[src/pkg/vmc_pkg.sv]
// Shared constants and carrier types for the volume and silence control block.
// Assumes one 100 MHz clock; sample frames arrive already in that clock domain.
package vmc_pkg;
   // =====================================================================
   // Sizes
   localparam int NCH = 8;
   localparam int SW  = 24;

   // =====================================================================
   // Register indices; byte address is four times the index
   localparam logic [7:0] IDX_CFG  = 8'h06;
   localparam logic [7:0] IDX_GW   = 8'h07;
   localparam logic [7:0] IDX_GQ   = 8'h08;
   localparam logic [7:0] IDX_CW0  = 8'h09;
   localparam logic [7:0] IDX_CW7  = 8'h10;
   localparam logic [7:0] IDX_CQLO = 8'h11;
   localparam logic [7:0] IDX_CQHI = 8'h12;
   localparam logic [7:0] IDX_SIL  = 8'h13;
   localparam logic [7:0] IDX_STAT = 8'h30;

   // =====================================================================
   // Configuration fields and reset values
   localparam int         CFG_SHARED_BIT = 7;
   localparam int         CFG_STYLE_LSB  = 5;
   localparam int         CFG_HOLD_BIT   = 4;
   localparam int         CFG_AUTO_BIT   = 0;
   localparam logic [7:0] CFG_RST        = 8'h41;
   localparam logic [7:0] GAIN_RST       = 8'h00;
   localparam logic [7:0] SIL_RST        = 8'h00;

   // =====================================================================
   // Gain, silence and timing figures
   localparam logic [7:0]  GW_MAX     = 8'h18;
   localparam logic [9:0]  SAT_Q      = 10'h060;
   localparam logic [11:0] FLOOR_LVL  = 12'h800;
   localparam logic [13:0] SIL_RUN    = 14'h2000;
   localparam real         CLK_MHZ    = 100.0;
   localparam real         ZC_TMO_MS  = 18.7;
   localparam int          ZC_TMO_CYC = int'($floor(ZC_TMO_MS * 1000.0 * CLK_MHZ));
   localparam logic [1:0]  RESP_OKAY  = 2'h0;
   localparam logic [1:0]  RESP_SLV   = 2'h2;

   typedef enum logic [1:0] {
      STY_IMM  = 2'h0,
      STY_ZC   = 2'h1,
      STY_RAMP = 2'h2,
      STY_RZC  = 2'h3
   } vmc_style_t;

   // =====================================================================
   // Carriers
   typedef struct packed {
      logic        awvalid;
      logic [11:0] awaddr;
      logic        wvalid;
      logic [31:0] wdata;
      logic [3:0]  wstrb;
      logic        bready;
      logic        arvalid;
      logic [11:0] araddr;
      logic        rready;
   } vmc_axi_req_t;

   typedef struct packed {
      logic        awready;
      logic        wready;
      logic        bvalid;
      logic [1:0]  bresp;
      logic        arready;
      logic        rvalid;
      logic [31:0] rdata;
      logic [1:0]  rresp;
   } vmc_axi_rsp_t;

   typedef struct packed {
      logic                   strobe;
      logic [NCH-1:0][SW-1:0] data;
   } vmc_frame_t;

   typedef struct packed {
      logic                   strobe;
      logic [NCH-1:0][SW-1:0] data;
      logic [NCH-1:0][11:0]   level;
      logic [NCH-1:0]         muted;
   } vmc_out_t;

   typedef struct packed {
      logic [7:0]           gw;
      logic [1:0]           gq;
      logic [NCH-1:0][7:0]  cw;
      logic [NCH-1:0][1:0]  cq;
      logic [NCH-1:0]       sil;
   } vmc_set_t;

   typedef struct packed {
      vmc_axi_rsp_t           rsp;
      logic                   aw_held;
      logic                   w_held;
      logic [11:0]            awaddr;
      logic [7:0]             wdata;
      logic                   wstrb0;
      logic [7:0]             cfg;
      vmc_set_t               regs;
      vmc_set_t               app;
      logic [NCH-1:0][13:0]   run;
      logic [NCH-1:0]         auto;
      logic [NCH-1:0]         prev_neg;
      logic [NCH-1:0][20:0]   tmo;
      logic [NCH-1:0][11:0]   level;
      logic [NCH-1:0]         muted;
      logic                   ostb;
      logic [NCH-1:0][SW-1:0] odata;
   } vmc_state_t;
endpackage

[src/core/vmc_top.sv]
// Volume and silence control: gain registers, static-run silencing, level stepping.
// Assumes an AXI4-Lite master on mclk and sample frames produced on mclk.
//
// Functional notes
// - With auto-silence on, mute a channel after 8192 consecutive static samples.
// - One non-static sample releases auto-silence and restarts the run count.
// - Static-run detection and silencing run per channel, independently.
// - Auto-silence enable resets to one; zero disables, one enables.
// - Entering and leaving auto-silence follows the selected level-change style.
// - Global whole-dB gain is signed 8-bit, 1 dB steps, applies to all.
// - Whole-dB codes above 24 act as exactly +24 dB, global and per channel.
// - Global quarter-dB field adds 0, 0.25, 0.50 or 0.75 dB.
// - Whole and quarter fields form one signed 10-bit quarter-dB number.
// - Gain changes reach the output through the selected level-change style.
// - Eight per-channel whole-dB gains at indices 09h to 10h, same encoding.
// - Channel quarter fields packed two bits each at indices 11h and 12h.
// - Channel quarter field combines with its whole field as signed quarter-dB.
// - Silence register at 13h, one bit per channel, channel 0 in bit 0.
// - Styles: immediate, zero cross with timeout, ramp per frame, ramp on crossings.
// - Shared gain select makes every channel use channel 0 gain registers.
// - Hold bit freezes applied gains and silence; pending writes land on release.
// - A channel silence bit mutes that channel through the selected style.
`timescale 1ns/1ps
`default_nettype none
module vmc_top #(
   parameter int ZC_TIMEOUT_CYC = vmc_pkg::ZC_TMO_CYC
) (
   // Clock, reset, freeze
   input  wire logic          mclk,
   input  wire logic          rst_n,
   input  wire logic          ce,
   // Register bus
   input  wire vmc_pkg::vmc_axi_req_t axi_req,
   output var  vmc_pkg::vmc_axi_rsp_t axi_rsp,
   // Sample stream
   input  wire vmc_pkg::vmc_frame_t   frame_in,
   output var  vmc_pkg::vmc_out_t     frame_out
);
   import vmc_pkg::*;

   // =====================================================================
   // Elaboration checks
   if (ZC_TIMEOUT_CYC < 1 || ZC_TIMEOUT_CYC >= (1 << 21)) begin : g_chk
      $error("ZC_TIMEOUT_CYC out of range");
   end

   localparam logic [20:0] TMO_LAST = 21'(ZC_TIMEOUT_CYC - 1);

   vmc_state_t               s_q;
   vmc_state_t               s_d;
   logic [NCH-1:0][11:0]     tgt;
   logic [NCH-1:0]           stat;
   logic [NCH-1:0]           zc;
   logic [NCH-1:0]           mact;
   logic [9:0]               gsat;
   vmc_style_t               style;

   // =====================================================================
   // Helpers
   // Saturate a whole:quarter pair to +24 dB, quarter bits dropped then
   function automatic logic [9:0] sat_q(input logic [7:0] w, input logic [1:0] q);
      if ($signed(w) > $signed(GW_MAX)) begin
         return SAT_Q;
      end
      return {w, q};
   endfunction

   // Read decode; flag low marks an unmapped index
   function automatic logic [8:0] rd_word(input vmc_state_t s, input logic [11:0] a);
      logic [7:0] ix;
      logic [8:0] r;
      ix = a[9:2];
      r  = {1'b0, 8'h00};
      if (a[11:10] == 2'h0) begin
         if (ix >= IDX_CW0 && ix <= IDX_CW7) begin
            r = {1'b1, s.regs.cw[3'(ix - IDX_CW0)]};
         end else begin
            unique case (ix)
               IDX_CFG:  r = {1'b1, s.cfg};
               IDX_GW:   r = {1'b1, s.regs.gw};
               IDX_GQ:   r = {1'b1, 6'h00, s.regs.gq};
               IDX_CQLO: r = {1'b1, s.regs.cq[3], s.regs.cq[2], s.regs.cq[1], s.regs.cq[0]};
               IDX_CQHI: r = {1'b1, s.regs.cq[7], s.regs.cq[6], s.regs.cq[5], s.regs.cq[4]};
               IDX_SIL:  r = {1'b1, s.regs.sil};
               IDX_STAT: r = {1'b1, s.auto};
               default:  r = {1'b0, 8'h00};
            endcase
         end
      end
      return r;
   endfunction

   // =====================================================================
   // Per-channel targets and sample classification
   // Targets are in eighth-dB so a ramp step is one count
   always_comb begin
      logic [9:0]  csat;
      logic [10:0] sum;
      int          j;
      csat  = 10'h000;
      sum   = 11'h000;
      j     = 0;
      style = vmc_style_t'(s_q.cfg[CFG_STYLE_LSB +: 2]);
      gsat  = sat_q(s_q.app.gw, s_q.app.gq);
      for (int i = 0; i < NCH; i++) begin
         j = s_q.cfg[CFG_SHARED_BIT] ? 0 : i;
         csat = sat_q(s_q.app.cw[j], s_q.app.cq[j]);
         sum = 11'($signed(gsat)) + 11'($signed(csat));
         mact[i] = s_q.app.sil[i] | (s_q.cfg[CFG_AUTO_BIT] & s_q.auto[i]);
         tgt[i] = mact[i] ? FLOOR_LVL : {sum, 1'b0};
         stat[i] = (frame_in.data[i] == '0) || (frame_in.data[i] == '1);
         zc[i] = frame_in.strobe
               && ((frame_in.data[i] == '0) || (frame_in.data[i][SW-1] != s_q.prev_neg[i]));
      end
   end

   // =====================================================================
   // Next-state logic
   always_comb begin
      logic [7:0]  ix;
      logic [8:0]  rw;
      logic        ok;
      logic [11:0] cur;
      logic [11:0] stp;
      logic        pend;
      logic        ev;
      ix   = 8'h00;
      rw   = 9'h000;
      ok   = 1'b0;
      cur  = 12'h000;
      stp  = 12'h000;
      pend = 1'b0;
      ev   = 1'b0;
      s_d  = s_q;
      if (!rst_n) begin
         // Synchronous reset to constants only
         s_d             = '0;
         s_d.cfg         = CFG_RST;
         s_d.regs.gw     = GAIN_RST;
         s_d.regs.sil    = SIL_RST;
         s_d.app.gw      = GAIN_RST;
         s_d.app.sil     = SIL_RST;
         s_d.rsp.awready = 1'b1;
         s_d.rsp.wready  = 1'b1;
         s_d.rsp.arready = 1'b1;
      end else begin
         // Write address and data are taken independently, in either order
         if (axi_req.awvalid && s_q.rsp.awready) begin
            s_d.aw_held     = 1'b1;
            s_d.awaddr      = axi_req.awaddr;
            s_d.rsp.awready = 1'b0;
         end
         if (axi_req.wvalid && s_q.rsp.wready) begin
            s_d.w_held     = 1'b1;
            s_d.wdata      = axi_req.wdata[7:0];
            s_d.wstrb0     = axi_req.wstrb[0];
            s_d.rsp.wready = 1'b0;
         end
         // Both halves held: commit and answer
         if (s_q.aw_held && s_q.w_held && !s_q.rsp.bvalid) begin
            ix = s_q.awaddr[9:2];
            rw = rd_word(s_q, s_q.awaddr);
            ok = rw[8];
            s_d.aw_held   = 1'b0;
            s_d.w_held    = 1'b0;
            s_d.rsp.bvalid = 1'b1;
            s_d.rsp.bresp = ok ? RESP_OKAY : RESP_SLV;
            if (ok && s_q.wstrb0) begin
               if (ix >= IDX_CW0 && ix <= IDX_CW7) begin
                  s_d.regs.cw[3'(ix - IDX_CW0)] = s_q.wdata;
               end else begin
                  unique case (ix)
                     IDX_CFG: s_d.cfg = s_q.wdata;
                     IDX_GW:  s_d.regs.gw = s_q.wdata;
                     IDX_GQ:  s_d.regs.gq = s_q.wdata[1:0];
                     IDX_CQLO: begin
                        for (int k = 0; k < 4; k++) begin
                           s_d.regs.cq[k] = s_q.wdata[2*k +: 2];
                        end
                     end
                     IDX_CQHI: begin
                        for (int k = 0; k < 4; k++) begin
                           s_d.regs.cq[k+4] = s_q.wdata[2*k +: 2];
                        end
                     end
                     IDX_SIL: s_d.regs.sil = s_q.wdata;
                     default: s_d.cfg = s_q.cfg; // Status is read-only
                  endcase
               end
            end
         end
         // Ready returns only after the response is taken: one write at a time
         if (s_q.rsp.bvalid && axi_req.bready) begin
            s_d.rsp.bvalid  = 1'b0;
            s_d.rsp.awready = 1'b1;
            s_d.rsp.wready  = 1'b1;
         end
         // Read channel
         if (axi_req.arvalid && s_q.rsp.arready) begin
            rw = rd_word(s_q, axi_req.araddr);
            s_d.rsp.arready = 1'b0;
            s_d.rsp.rvalid  = 1'b1;
            s_d.rsp.rdata   = {24'h000000, rw[7:0]};
            s_d.rsp.rresp   = rw[8] ? RESP_OKAY : RESP_SLV;
         end
         if (s_q.rsp.rvalid && axi_req.rready) begin
            s_d.rsp.rvalid  = 1'b0;
            s_d.rsp.arready = 1'b1;
         end
         // Applied settings follow the registers unless held
         if (!s_q.cfg[CFG_HOLD_BIT]) begin
            s_d.app = s_q.regs;
         end
         // Static-run counting, one counter per channel
         for (int i = 0; i < NCH; i++) begin
            if (frame_in.strobe) begin
               s_d.prev_neg[i] = frame_in.data[i][SW-1];
               if (stat[i]) begin
                  if (s_q.run[i] != SIL_RUN) begin
                     s_d.run[i] = s_q.run[i] + 14'h0001;
                  end
                  if (s_q.run[i] == SIL_RUN - 14'h0001) begin
                     s_d.auto[i] = 1'b1;
                  end
               end else begin
                  s_d.run[i]  = 14'h0000;
                  s_d.auto[i] = 1'b0;
               end
            end
         end
         // Level stepping toward target; silencing uses the same path
         for (int i = 0; i < NCH; i++) begin
            cur  = s_q.level[i];
            pend = (cur != tgt[i]);
            if ($signed(cur) < $signed(tgt[i])) begin
               stp = cur + 12'h001;
            end else if (pend) begin
               stp = cur - 12'h001;
            end else begin
               stp = cur;
            end
            ev = pend && (zc[i] || (s_q.tmo[i] == TMO_LAST));
            unique case (style)
               STY_IMM:  s_d.level[i] = tgt[i];
               STY_ZC:   s_d.level[i] = ev ? tgt[i] : cur;
               STY_RAMP: s_d.level[i] = frame_in.strobe ? stp : cur;
               STY_RZC:  s_d.level[i] = ev ? stp : cur;
            endcase
            // Timeout restarts after each applied change
            s_d.tmo[i]   = (style[0] && pend && !ev) ? s_q.tmo[i] + 21'h000001 : 21'h000000;
            s_d.muted[i] = (s_d.level[i] == FLOOR_LVL);
         end
         // Samples pass through one cycle late, aligned with levels
         s_d.ostb = frame_in.strobe;
         if (frame_in.strobe) begin
            s_d.odata = frame_in.data;
         end
      end
   end

   // =====================================================================
   // State register; ce low freezes everything except reset
   always_ff @(posedge mclk) begin
      if (!rst_n || ce) begin
         s_q <= s_d;
      end
   end

   // Outputs straight from state
   assign axi_rsp          = s_q.rsp;
   assign frame_out.strobe = s_q.ostb;
   assign frame_out.data   = s_q.odata;
   assign frame_out.level  = s_q.level;
   assign frame_out.muted  = s_q.muted;
endmodule
`default_nettype wire

[config.mk]
export PLATFORM = sky130hd
export DESIGN_NAME = vmc_top
export DESIGN_NICKNAME = d
export VERILOG_FILES = /design/src/pkg/vmc_pkg.sv /design/src/core/vmc_top.sv
export SDC_FILE = /design/constraint.sdc
export NUM_CORES = 2
export LEC_CHECK = 0
export BUFFER_PORTS_ARGS = -buffer_cell sky130_fd_sc_hd__clkbuf_2
export CORE_ASPECT_RATIO = 0.8
export CORE_UTILIZATION = 45
export CTS_BUF_LIST = sky130_fd_sc_hd__clkbuf_16
export CTS_CLUSTER_SIZE = 24
export DETAILED_ROUTE_END_ITERATION = 7
export PLACE_DENSITY = 0.64
export SYNTH_ARGS = -nofsm -noshare
export SYNTH_HDL_FRONTEND = slang
export SYNTH_SLANG_ARGS = --single-unit
[constraint.sdc]
create_clock -name mclk -period 14.3 [get_ports mclk]
set_clock_uncertainty 0.15 [all_clocks]
set_input_delay 2.86 -clock mclk [delete_from_list [all_inputs] [get_ports mclk]]
set_output_delay 2.86 -clock mclk [all_outputs]
set_load 0.02 [all_outputs]
==> metrics.md <==
| Metric | Value |
|---|---|
| Status | `complete, no violations` |
| First-pass GRT wire length | `286200 um` |
| Setup crit end | `frame_out[6]` |
| Post-synth top area cell | `edfxtp_1` |
| CP Data Required Time | `14610 ps` |
| Fillers | `12030` |
| RSZ-0062 raised after global routing | `no` |
| Row cnt | `117` |
| Total wire length | `192500 um` |
| CP Max Fanout | `70` |
| CTS Root Cell | `clkbuf_16` |
| Final hold vios | `0` |
| DRC Markers | `0` |
| Core area | `between 100000 and 150000 sq um` |
| Count of state elements after synthesis | `between 800 and 900` |
| # resized after CTS | `0` |
| Tot GR Track Use | `0.2847` |
| Area Growth Syn to Fin | `8.767%` |
| Grt ovf | `0` |
| Avg Cell Area, Syn | `9.344 sq um` |
| CP Class | `reg -> reg` |
| Fin nets | `6829` |
| CP endpoint kind | `flip-flop` |
| CTS tree | `done` |
| CP startpoint kind | `flip-flop` |
| Warning count from the yosys run | `0` |
| Pin count of the biggest net entering global routing | `approximately 170` |
| Worst-Margin Slew | `1237 ps` |
| DP HPWL | `141500 um` |
| Vias | `49930` |
| Yosys top cell area share | `0.4244` |
| CTS H-tree depth | `3` |
| Most frequent cell after synthesis | `edfxtp_1` |
| Period minus WS final | `around 9000 ps` |
| Worst Path Arrival | `9080 ps` |
| P_leak | `between 0.02 and 0.025 uW` |
| Final ANT Viol Nets | `0` |
| Final Setup Violations | `0` |
| Hold-fix buffers, CTS | `0` |
| Final period utilization | `0.6136` |
| Port Buffers | `541` |
| Router iterations before antenna repair | `6` |
| Flop-to-flop setup slack | `5530 ps` |
| Routed len/inst | `23.56 um` |
| Hold Crit Class | `reg -> reg` |
| Pins over their slew limit | `0` |
| I/O pin count | `599` |
| Maxcap violations | `0` |
| Critical path origin | `s_q[796]` |
| Syn Std Cell Area | `58370 sq um` |
| Worst-Skew Late Latency | `740 ps` |
| Starting density of the core | `0.4562` |
| Fmax | `114.0 MHz` |
| Crit Reg-Reg Endpoint | `frame_out[6]` |
| PD cells | `~120 nW/um^2` |
| Via/cell ratio | `6.113` |
| Max-slew headroom | `0.1753` |
| Post-synth top cells | `edfxtp_1, nor2_1, nand2_1, and2_1, buf_4` |
| Clock buffer count from CTS | `91` |
| Asr flop ratio synth | `0` |
| Initial antenna violation count | `15` |
| Die ar. | `around 130000 sq um` |
| Clk sink count | `825` |
| Synth area leaders | `edfxtp_1, nor2_1, buf_4, ha_1, and2_1` |
| Clock transition at the registers of the reported paths | `60 ps` |
| Seq/Total Area, Yosys | `0.4244` |
| Die W | `404.7 um` |
| 1st-iter DRT viols | `5784` |
| Maximum resistive drop on vdd | `0.09902 mV` |
| Fraction of layout cells with a size suffix above 1 | `0.1395` |
| Post-CTS Setup Repair Bufs | `0` |
| Top FF cell, synth | `edfxtp_1` |
| Vias in the first global route | `45530` |
| RR Startpoint | `s_q[796]` |
| Distinct cells, synth | `106` |
| Max clock buf depth | `3` |
| DIE HEIGHT | `324.1 um` |
| Reg2reg path depth | `24` |
| Dpl ws | `5898 ps` |
| Setup WS post-layout | `5526 ps` |
| Setup TNS | `0 ps` |
| Synth Instances | `6247` |
| Post-synth EDFFs | `825` |
| Gp weighted congestion | `0.9833` |
## routing by layer
layer | vias up | global-route usage | share of wire | wire [um]
li1 | 23100 | - | - | -
met1 | 24030 | 0.4079 | 0.44 | 83760
met2 | 2440 | 0.4180 | 0.43 | 81810
met3 | 353 | 0.07321 | 0.11 | 20930
met4 | 6 | 0.08948 | 0.031 | 5933
met5 | - | 0 | 0.00019 | 36
## where the power goes
part,internal [uW],switching [uW]
clock network,1390,1070
logic,711,1340
registers,2900,252
total,5000,2660
## registers in the layout (all words and copies together), names as in the netlist
signal     flops
s_q          521
frame_out    289
axi_rsp       15
## stage by stage
| step | utilization | cell area [sq um] | std cells | hold WS [ps] | power, uW |
|---|---|---|---|---|---|
| 2_1_floorplan | - | 58460 | 6272 | 369.8 | 4627 |
| 3_3_place_gp | 0.4721 | 60400 | 7998 | 398.5 | 5161 |
| 4_1_cts | 0.4961 | 63470 | 8161 | 415.7 | 7642 |
| 6_report | 0.4962 | 63490 | 8168 | 418.1 | 7661 |
| 3_5_place_dp | 0.4721 | 60400 | 7998 | 396.7 | 5184 |
| 5_1_grt | 0.4962 | 63490 | 8168 | 436.6 | 7981 |
## critical path, stage by stage, from the launching register on
cell and delay, ps:
edfxtp_1 320, buf_4 460, buf_4 630, nor4b_4 780, a211oi_1 160, o21ai_0 490, nand3_1 210, ha_1 410
a21o_1 220, a21o_1 180, a21oi_1 290, o31ai_1 160, xor2_1 180, nand2_1 80, ha_1 360, or4b_1 540
and3b_1 240, o211ai_1 400, nand3_1 210, o22ai_1 570, a221o_1 250, a2111oi_0 60, a211oi_1 450, nand2_1 110
nor4_1 540
## cells in the final DEF (no fill, tap or decap), types with 147 or more instances in the layout
cell,instances
nor2_1,697
ha_1,202
nand3_1,254
o21ai_0,201
nand4_1,147
and2_1,363
clkbuf_2,539
a21oi_1,313
edfxtp_1,825
inv_1,239
xor2_1,159
nand2_1,457
## logic make-up (layout without fill, tap and decap cells)
group,Yosys count,after routing,share of synthesized area
flops,825,825,0.4244
compound gates,1249,1249,0.1459
simple gates,2691,2691,0.2385
mux,115,115,0.02373
other cells,1,33,0.00006425
xor+xnor,298,298,0.04472
fa+ha+maj,209,209,0.04450
buf+inv,859,1023,0.07820
## how the worst min path moves through the flow
stage               slack [ps]        to      from  cells past startpoint
floorplan                  370  s_q[632]  s_q[730]                      2
CTS                        420  s_q[612]  s_q[710]                      1
detailed placement         400  s_q[612]  s_q[710]                      1
finish                     420  s_q[614]  s_q[712]                      1
global placement           400  s_q[612]  s_q[710]                      1
global route               440  s_q[614]  s_q[712]                      1
## cell type report
| class | count | area, sq um | area share |
|---|---|---|---|
| Multi-Input combinational cell | 4588 | 29170 | 0.4594 |
| Sequential cell | 825 | 24770 | 0.3902 |
| Timing Repair Buffer | 630 | 3426 | 0.05396 |
| Clock buffer | 91 | 2277 | 0.03587 |
| Tap cell | 1725 | 2158 | 0.03400 |
| Inverter | 230 | 878.3 | 0.01383 |
| Clock inverter | 72 | 789.5 | 0.01244 |
| Antenna cell | 7 | 17.52 | 0.0002759 |
Power figures use the tool's default switching activity.
